$ cat src/bpd_pkg.sv
/*
 * Package for the bridge PWM dead band and shutdown stage: register
 * offsets, field positions, reset values, encodings and the carriers.
 * Assumes a single 20 MHz system clock and a plain strobe register port.
 */
`default_nettype none
package bpd_pkg;
    localparam logic [7:0] REG_CFG_OFS   = 8'h16;
    localparam logic [7:0] REG_SHDN_OFS  = 8'h17;
    localparam logic [7:0] REG_CTRL_OFS  = 8'h18;
    localparam logic [7:0] REG_STAT_OFS  = 8'h19;
    localparam logic [7:0] CFG_RESET     = 8'h00;
    localparam logic [7:0] SHDN_RESET    = 8'h00;
    localparam logic [7:0] CTRL_RESET    = 8'h00;
    localparam int         CFG_RESTART_BIT  = 7;
    localparam int         SHDN_STATUS_BIT  = 7;
    localparam int         SRC_HI = 6;
    localparam int         SRC_LO = 4;
    localparam int         AC_HI  = 3;
    localparam int         AC_LO  = 2;
    localparam int         BD_HI  = 1;
    localparam int         BD_LO  = 0;
    localparam int         DT_W   = 7;
    localparam int         TCY_DIV = 4;
    localparam logic [1:0] TCY_LAST = 2'h3;
    localparam logic [1:0] SST_LOW  = 2'h0;
    localparam logic [1:0] SST_HIGH = 2'h1;

    typedef struct packed {
        logic a;
        logic b;
        logic c;
        logic d;
    } bpd_pins_t;

    typedef struct packed {
        logic cmp1;
        logic cmp2;
        logic ext_int_n;
    } bpd_fault_t;

    typedef struct packed {
        logic [7:0] addr;
        logic [7:0] wdata;
        logic       wr;
        logic       rd;
    } bpd_bus_t;
endpackage
`default_nettype wire

$ cat src/bpd_top.sv
/*
 * Dead band insertion, polarity and auto-shutdown for a bridge PWM stage.
 * Assumes raw PWM, period-start pulse, sleep and comparator levels are
 * synchronous to clk; the period timer itself lives outside.
 */
`timescale 1ns/1ps
`default_nettype none
module bpd_top #(
    parameter int DT_WIDTH = bpd_pkg::DT_W
) (
    input  wire logic              clk,
    input  wire logic              srst,
    input  wire bpd_pkg::bpd_bus_t bus,
    output logic [7:0]             rdata,
    input  wire logic              pwm_raw,
    input  wire logic              period_start,
    input  wire logic              sleep,
    input  wire bpd_pkg::bpd_fault_t fault,
    output bpd_pkg::bpd_pins_t     pin_out,
    output bpd_pkg::bpd_pins_t     pin_oe_n,
    output logic                   period_timer_flag
);
    import bpd_pkg::*;

    logic [7:0]          cfg_q;
    logic [7:0]          shdn_q;
    logic [7:0]          ctrl_q;
    logic [1:0]          tcy_q;
    logic                tcy_en;
    logic                run;
    logic                cause;
    logic                status_wr;
    logic                outputs_held_q;
    logic [1:0]          periods_q;
    logic [DT_WIDTH-1:0] dly_a_q;
    logic [DT_WIDTH-1:0] dly_b_q;
    logic                del_a_q;
    logic                del_b_q;
    logic                prev_a_q;
    logic                prev_b_q;
    logic [7:0]          rdata_q;
    bpd_pins_t           norm_val;
    bpd_pins_t           norm_oe_n;

    // ctrl: bit0/1 polarity A/C, B/D (1 = active low); bit2 half-bridge;
    // bits 7..4 pin enables (1 = pins drive): bit 7 = a down to bit 4 = d
    wire logic [1:0] output_polarity_select = ctrl_q[1:0];
    wire logic       half_bridge_en         = ctrl_q[2];
    wire logic [3:0] pin_drive_en           = ctrl_q[7:4];
    wire logic       restart_enable         = cfg_q[CFG_RESTART_BIT];
    wire logic [DT_WIDTH-1:0] dead_time_count = DT_WIDTH'(cfg_q[DT_W-1:0]);
    wire logic [2:0] shutdown_source_select = shdn_q[SRC_HI:SRC_LO];
    wire logic [1:0] pair_a_c_shutdown_state = shdn_q[AC_HI:AC_LO];
    wire logic [1:0] pair_b_d_shutdown_state = shdn_q[BD_HI:BD_LO];
    wire logic       shutdown_status        = shdn_q[SHDN_STATUS_BIT];

    assign run    = ~sleep;
    assign tcy_en = run && (tcy_q == TCY_LAST);

    // one instruction cycle every four clocks; clock switching on failure
    // is done by the clock tree ahead of clk, this block only sees clk
    always_ff @(posedge clk)
    begin
        if (srst)
            tcy_q <= 2'h0;
        else if (run)
            tcy_q <= tcy_q + 2'h1;
    end

    // level cause from the selected sources
    always_comb
    begin
        cause = 1'b0;
        if (shutdown_source_select[0] && fault.cmp1)
            cause = 1'b1;
        if (shutdown_source_select[1] && fault.cmp2)
            cause = 1'b1;
        if (shutdown_source_select[2] && !fault.ext_int_n)
            cause = 1'b1;
    end

    assign status_wr = bus.wr && (bus.addr == REG_SHDN_OFS);

    always_ff @(posedge clk)
    begin
        if (srst)
            cfg_q <= CFG_RESET;
        else if (bus.wr && bus.addr == REG_CFG_OFS)
            cfg_q <= bus.wdata;
    end

    always_ff @(posedge clk)
    begin
        if (srst)
            ctrl_q <= CTRL_RESET;
        else if (bus.wr && bus.addr == REG_CTRL_OFS)
            ctrl_q <= bus.wdata;
    end

    // set beats clear; software writes to status blocked while a cause lasts
    always_ff @(posedge clk)
    begin
        if (srst)
            shdn_q <= SHDN_RESET;
        else
        begin
            if (status_wr)
                shdn_q[SRC_HI:0] <= bus.wdata[SRC_HI:0];
            if (cause)
                shdn_q[SHDN_STATUS_BIT] <= 1'b1;
            else if (status_wr)
                shdn_q[SHDN_STATUS_BIT] <= bus.wdata[SHDN_STATUS_BIT];
            else if (restart_enable && run)
                shdn_q[SHDN_STATUS_BIT] <= 1'b0;
        end
    end

    // outputs stay in shutdown until a period boundary after status drops
    always_ff @(posedge clk)
    begin
        if (srst)
            outputs_held_q <= 1'b0;
        else if (shutdown_status || cause)
            outputs_held_q <= 1'b1;
        else if (period_start && run)
            outputs_held_q <= 1'b0;
    end

    // flag marks second period start, i.e. first full cycle done
    always_ff @(posedge clk)
    begin
        if (srst)
            periods_q <= 2'h0;
        else if (period_start && run && periods_q != 2'h2)
            periods_q <= periods_q + 2'h1;
    end

    always_ff @(posedge clk)
    begin
        if (srst)
            period_timer_flag <= 1'b0;
        else if (bus.wr && bus.addr == REG_STAT_OFS && !bus.wdata[0])
            period_timer_flag <= 1'b0;
        if (!srst && period_start && run && periods_q == 2'h1)
            period_timer_flag <= 1'b1;
    end

    // dead band: rising edge of a channel reloads the counter, channel
    // goes active only once it reaches zero; falling edges pass at once
    wire logic lvl_a = pwm_raw;
    wire logic lvl_b = ~pwm_raw;

    always_ff @(posedge clk)
    begin
        if (srst)
        begin
            prev_a_q <= 1'b0;
            prev_b_q <= 1'b0;
            dly_a_q  <= '0;
            dly_b_q  <= '0;
            del_a_q  <= 1'b0;
            del_b_q  <= 1'b0;
        end
        else if (run)
        begin
            prev_a_q <= lvl_a;
            prev_b_q <= lvl_b;
            if (!lvl_a)
                del_a_q <= 1'b0;
            else if (!prev_a_q)
            begin
                dly_a_q <= dead_time_count;
                del_a_q <= (dead_time_count == '0);
            end
            else if (dly_a_q == '0)
                del_a_q <= 1'b1;
            else if (tcy_en)
                dly_a_q <= dly_a_q - DT_WIDTH'(1);
            if (!lvl_b)
                del_b_q <= 1'b0;
            else if (!prev_b_q)
            begin
                dly_b_q <= dead_time_count;
                del_b_q <= (dead_time_count == '0);
            end
            else if (dly_b_q == '0)
                del_b_q <= 1'b1;
            else if (tcy_en)
                dly_b_q <= dly_b_q - DT_WIDTH'(1);
        end
    end

    // normal drive with polarity; full-bridge steering is outside, so
    // without half-bridge the raw signal feeds all four pins
    always_comb
    begin
        norm_val.a = (half_bridge_en ? del_a_q : pwm_raw) ^ output_polarity_select[0];
        norm_val.c = pwm_raw ^ output_polarity_select[0];
        norm_val.b = (half_bridge_en ? del_b_q : pwm_raw) ^ output_polarity_select[1];
        norm_val.d = pwm_raw ^ output_polarity_select[1];
        norm_oe_n  = bpd_pins_t'(~pin_drive_en);
    end

    // combinational override so the fault reaches the pins without a clock
    always_comb
    begin
        pin_out  = norm_val;
        pin_oe_n = norm_oe_n;
        if (outputs_held_q || shutdown_status || cause)
        begin
            pin_out.a = (pair_a_c_shutdown_state == SST_HIGH);
            pin_out.c = (pair_a_c_shutdown_state == SST_HIGH);
            pin_out.b = (pair_b_d_shutdown_state == SST_HIGH);
            pin_out.d = (pair_b_d_shutdown_state == SST_HIGH);
            if (pair_a_c_shutdown_state[1])
            begin
                pin_oe_n.a = 1'b1;
                pin_oe_n.c = 1'b1;
            end
            if (pair_b_d_shutdown_state[1])
            begin
                pin_oe_n.b = 1'b1;
                pin_oe_n.d = 1'b1;
            end
        end
    end

    always_ff @(posedge clk)
    begin
        if (srst)
            rdata_q <= 8'h00;
        else if (bus.rd)
            case (bus.addr)
                REG_CFG_OFS:  rdata_q <= cfg_q;
                REG_SHDN_OFS: rdata_q <= shdn_q;
                REG_CTRL_OFS: rdata_q <= ctrl_q;
                REG_STAT_OFS: rdata_q <= {6'h00, outputs_held_q, period_timer_flag};
                default:      rdata_q <= 8'h00;
            endcase
        else
            rdata_q <= 8'h00;
    end
    assign rdata = rdata_q;
endmodule
`default_nettype wire

$ cat config.mk
export PLATFORM = sky130hd
export DESIGN_NAME = bpd_top
export DESIGN_NICKNAME = d
export VERILOG_FILES = /design/src/bpd_pkg.sv /design/src/bpd_top.sv
export SDC_FILE = /design/constraint.sdc
export NUM_CORES = 1
export LEC_CHECK = 0
export BUFFER_PORTS_ARGS = -buffer_cell sky130_fd_sc_hd__buf_2
export CORE_MARGIN = 2
export CORE_UTILIZATION = 30
export CTS_CLUSTER_SIZE = 20
export DETAILED_ROUTE_END_ITERATION = 8
export GPL_TIMING_DRIVEN = 0
export HOLD_SLACK_MARGIN = 0.1
export PLACE_DENSITY = 0.55
export SYNTH_ARGS = -nofsm -noshare
export SYNTH_HDL_FRONTEND = slang
export SYNTH_SLANG_ARGS = --single-unit
$ cat constraint.sdc
create_clock -name clk -period 4.9 [get_ports clk]
set_clock_uncertainty 0.2 [all_clocks]
set_input_delay 0.49 -clock clk [delete_from_list [all_inputs] [get_ports clk]]
set_output_delay 0.49 -clock clk [all_outputs]
set_load 0.05 [all_outputs]
* Word level (Yosys, flattened, before mapping)
Index checks and enable logic that the tools add are counted.
Widths: inputs -> output; s select.
** Storage, ports and cells
- Output and inout port bits :: 17
- Bits in registers :: 56
** Cells by class
- Mux-type cells :: 31
- Reduce and logical (&&, ||, !) cells :: 32
- Equal/unequal tests :: 15
- $add $sub $neg :: 4
- Bitwise operators :: 8
** Operators with widths (count)
- $mux 7 :: 6
- $eq 8x5->1 const B :: 4
- $pmux 8 s4 :: 1
- $mux 1 :: 22
- $logic_not 7->1 :: 3
- $logic_and 1x1->1 :: 15
- $sub 7x1->7 const B :: 2
- $ne 2x2->1 const B :: 5
- $mux 4 :: 2
- $reduce_and 4->1 :: 2
- $eq 2x1->1 const B :: 3
- $ne 3x2->1 const B :: 2
- $add 2x1->2 const B :: 2
- $not 4->4 :: 1
- $reduce_and 2->1 :: 2
- $reduce_bool 2->1 :: 2
- $xor 1x1->1 :: 4
- $logic_not 1->1 :: 3
- $logic_or 1x1->1 :: 3
- $not 1->1 :: 3
- $reduce_bool 3->1 :: 1
- $eq 2x2->1 const B :: 1
- $reduce_or 2->1 :: 1

* Longest topological paths before layout
- Depth after elaboration :: 6
- Mapped depth :: 6
- Gate-level depth less buffers :: 6

* Worst setup path after synthesis
Ideal clock, no wire load.
- Path kind :: input -> output
- Start point :: input fault[0] (netlist bit)
- End point :: output pin_out[1] (netlist bit)
- Path buffers :: 1
- Slack :: 2.162 ns
- Data arrival time :: 2.048 ns
- Cell stages on the path :: 4
- Path through :: nand2b_1 > nor4bb_1 > clkbuf_1 > o21ai_0
** RTL lines
- from (decl) :: line bpd_top.sv:18 : input wire bpd_pkg::bpd_fault_t fault,
- to (decl) :: line bpd_top.sv:19 : output bpd_pkg::bpd_pins_t pin_out,

==> summary.txt <==
Setup path
  • Worst r2r dst: dly_b_q[1]
  • Crit path DAT: just over 2 ns
  • Slowest stage cell, crit path: clkbuf_1
  • Crit-path cells: a22oi_1 > nor4bb_1 > clkbuf_1 > mux2i_1 > buf_2
  • Worst r2r src: dly_b_q[1]
  • Critical path peak fanout: 8
  • Worst Reg2Reg Path Length in Cells: 6
  • Critical Path Sink Type: output port
  • Worst EP required: roughly 4.2 ns
  • Max stage delay on crit path: 0.36 ns
  • R2R Setup Slk: slightly below 3 ns
  • Setup CP Type: flip-flop to output port
  • Critical path launch point type: flip-flop

Placed design
  • Pre-CTS WS: ~2.2 ns
  • Placed wire-length estimate: between 6000 and 7000 um
  • Routability cong.: around 0.86
  • I/O Buffers: 40

Timing
  • Setup violators final: 0
  • Fmax: ~0.37 GHz
  • Max Slew Vio Count: 0
  • Final WS setup: around 2.2 ns
  • Crit path time final: roughly 2.7 ns
  • Setup_tns: 0 ns
  • Final hold vios: 0
  • Final Cycle Share: between 50% and 60%
  • RSZ-0062 raised after global routing: no
  • Max_slew headroom: 58.7%
  • Worst Tran Pin Value: around 0.62 ns

Worst hold path
  • Hold Crit Endpoint: shdn_q[3]
  • Worst hold path class: input pin to flip-flop
  • Hold path start: bus[5]
  • Hold depth: 3

Synth
  • Post-synth top area share: 37.9%
  • Synth Flop Type: dfxtp_1
  • Post-synth EDFFs: 0
  • Cell count after synthesis: approximately 330
  • Post-synthesis sequential area ratio: 37.9%
  • Post-synth design cell area: 2960 um^2
  • FF+latch count, synth: 56
  • Synth Warn #: 0
  • Netlist cell types: 62
  • Largest area contributor in the netlist: dfxtp_1
  • Area contributors post-synth: dfxtp_1, mux2i_1, nor2_1
  • Async set or reset register ratio after synthesis: 0%
  • Syn avg cell area: ~9.0 um^2
  • Post-Syn Nets: 362

CTS
  • Max Buffers Root-to-Sink: 2
  • TritonCTS clock tree: done
  • Clock slew at reported path FFs: around 0.10 ns
  • Cts-stage hold buffer count: 0
  • CTS Buf Count: 5
  • Clk sinks: 56
  • Post-CTS Repair Setup Buffers: 0
  • CTS H-Tree Depth: 2
  • Clk root buf: clkbuf_8
  • Worst-skew pair later-pin latency: just over 0.3 ns
  • Post-CTS resize count: 0

Global routing
  • Vias in the first global route: ~2,500
  • Pin count of the biggest net entering global routing: 17
  • Global-route wire length before repair: 13,200 um
  • Grt total ovfl: 0
  • Total GRT Usage: ~16%
  • Antenna violations before repair: 0

Route
  • DR DRC count: 0
  • Drt via density: around 5.1
  • Initial drt markers: roughly 120
  • Final WL: 8170 um
  • WL/cell: 16.0 um
  • DR vias: roughly 2,600
  • ANT nets after route: 0
  • TritonRoute pass-1 iters: 4

Power and ir drop
  • Switching share of power: between 20% and 30%
  • Lkg Pwr: between 1 and 1.5 nW
  • P per Cell Area: about 270 nW/um^2
  • Sequential share of power: 50.8%
  • Max VDD drop: ~130 uV
  • Clk pwr share: between 30% and 40%
  • P_sw: 0.224 mW
  • Pwr Total: slightly above 0.9 mW
  • Power Internal: approximately 0.70 mW
  • Combinational share of power: around a tenth

Final layout
  • Final nets: a little over 400
  • P&R area growth vs syn: 16.8%
  • Share of cells above drive strength 1: between 10% and 20%

Floorplan
  • Core footprint: slightly below 10,000 um^2
  • I/O pin count: 43
  • FP Rows: 36
  • Starting density of the core: a little under a third
  • Die W: a little over 100 um
  • Chip Height: roughly 100 um
  • Die area: 10,700 um^2

Outcome
  • Status: completed

Run
  • Max-Cap Viols: 0
-- worst max-delay path: cells and delay by family (launching register included) --
kind	cells	cell delay, ns
and+or+nand+nor	1	0.24
buffers and inverters	2	0.65
muxes	1	0.26
DFF	1	0.34
AOI/OAI and AO/OA	1	0.22
-- metrics by stage --
step | instances | utilization [%] | hold slack, ns | cell area [um^2]
after floorplan | 329 | - | 0.258 | 2960
after global placement | 502 | 34.3 | 0.281 | 3320
after detailed placement | 502 | 34.3 | 0.293 | 3320
after CTS | 509 | 35.6 | 0.236 | 3450
after global routing | 509 | 35.6 | 0.236 | 3450
final | 510 | 35.7 | 0.237 | 3450
-- power by group through the flow --
stage | clock [mW] | combinational [mW] | sequential (mW)
floorplan | 0 | 0.0609 | 0.477
global placement | 0 | 0.0944 | 0.478
detailed placement | 0 | 0.0957 | 0.478
CTS | 0.362 | 0.0962 | 0.467
global route | 0.378 | 0.106 | 0.468
finish | 0.357 | 0.0960 | 0.467
-- sequential cells by signal (all words and copies together), names as in the netlist --
| signal | cells |
|---|---|
| prev_a_q | 1 |
| tcy_q | 2 |
| ctrl_q | 8 |
| shdn_q | 8 |
| prev_b_q | 1 |
| del_b_q | 1 |
| dly_b_q | 7 |
| outputs_held_q | 1 |
| rdata | 8 |
| periods_q | 2 |
| del_a_q | 1 |
| dly_a_q | 7 |
| period_timer_flag | 1 |
| cfg_q | 8 |
-- cells in the final DEF, fill, tap and decap left out, types with 4 or more instances in the layout --
| cell | Yosys | layout |
|---|---|---|
| a211oi_1 | 6 | 6 |
| mux2_2 | 6 | 6 |
| nand2b_1 | 9 | 9 |
| clkbuf_1 | 9 | 9 |
| o21ai_1 | 6 | 6 |
| a21oi_1 | 16 | 16 |
| a22oi_1 | 9 | 9 |
| mux2i_1 | 28 | 28 |
| o21ai_0 | 4 | 4 |
| nand4_1 | 6 | 6 |
| ha_1 | 7 | 7 |
| nand2_1 | 22 | 22 |
| xor2_1 | 5 | 5 |
| clkbuf_8 | 0 | 5 |
| buf_2 | 6 | 46 |
| o31ai_1 | 4 | 4 |
| nor2b_1 | 7 | 7 |
| dfxtp_1 | 56 | 56 |
| nor3_1 | 7 | 7 |
| inv_1 | 10 | 10 |
| nor2_1 | 47 | 47 |
-- area by class of cell --
class	instances	area, um^2
Antenna cell	1	2.50
Buffer	19	82.6
Clock buffer	5	68.8
Clock inverter	2	60.1
Fill cell	1003	6230
Inverter	10	37.5
Multi-Input combinational cell	244	1720
Sequential cell	56	1120
Tap cell	133	166
Timing Repair Buffer	40	200
-- routing by layer --
| layer | track usage (%) | wire [um] |
|---|---|---|
| met3 | 2.62 | 272 |
| met4 | 4.76 | 109 |
| met1 | 21.3 | 3980 |
| met5 | 0 | 0 |
| met2 | 27.2 | 3810 |
-- synthesized netlist by cell type (all sizes together) (6+ instances only) --
library cell	instances
nand4	7
nand2	22
o21ai	10
ha	7
mux2i	28
buf	10
dfxtp	56
nor3	7
nor2	47
clkbuf	9
mux2	6
a211oi	6
inv	10
nor2b	7
a21oi	16
nand2b	9
a22oi	9
-- logic make-up (layout without fill, tap and decap cells) --
family | after synthesis | in the layout | share of synthesized area [%]
flops | 56 | 56 | 37.9
simple gates | 125 | 125 | 23.6
buf+inv | 29 | 76 | 4.06
compound gates | 72 | 72 | 17.9
other cells | 0 | 1 | 0
mux | 34 | 34 | 11.8
fa+ha+maj | 7 | 7 | 2.96
xor+xnor | 6 | 6 | 1.78
-- worst max path at each step --
| stage | startpoint | slack, ns | cells past startpoint | end |
|---|---|---|---|---|
| 3_5_place_dp | fault[2] | 2.23 | 6 | pin_out[2] |
| 6_report | shdn_q[4] | 2.17 | 5 | pin_out[2] |
| 5_1_grt | shdn_q[4] | 2.03 | 5 | pin_out[2] |
| 2_1_floorplan | fault[0] | 2.16 | 4 | pin_out[1] |
| 3_3_place_gp | fault[2] | 2.24 | 6 | pin_out[2] |
| 4_1_cts | shdn_q[4] | 2.15 | 5 | pin_out[2] |
No activity file was read; power rests on OpenSTA's default activity.
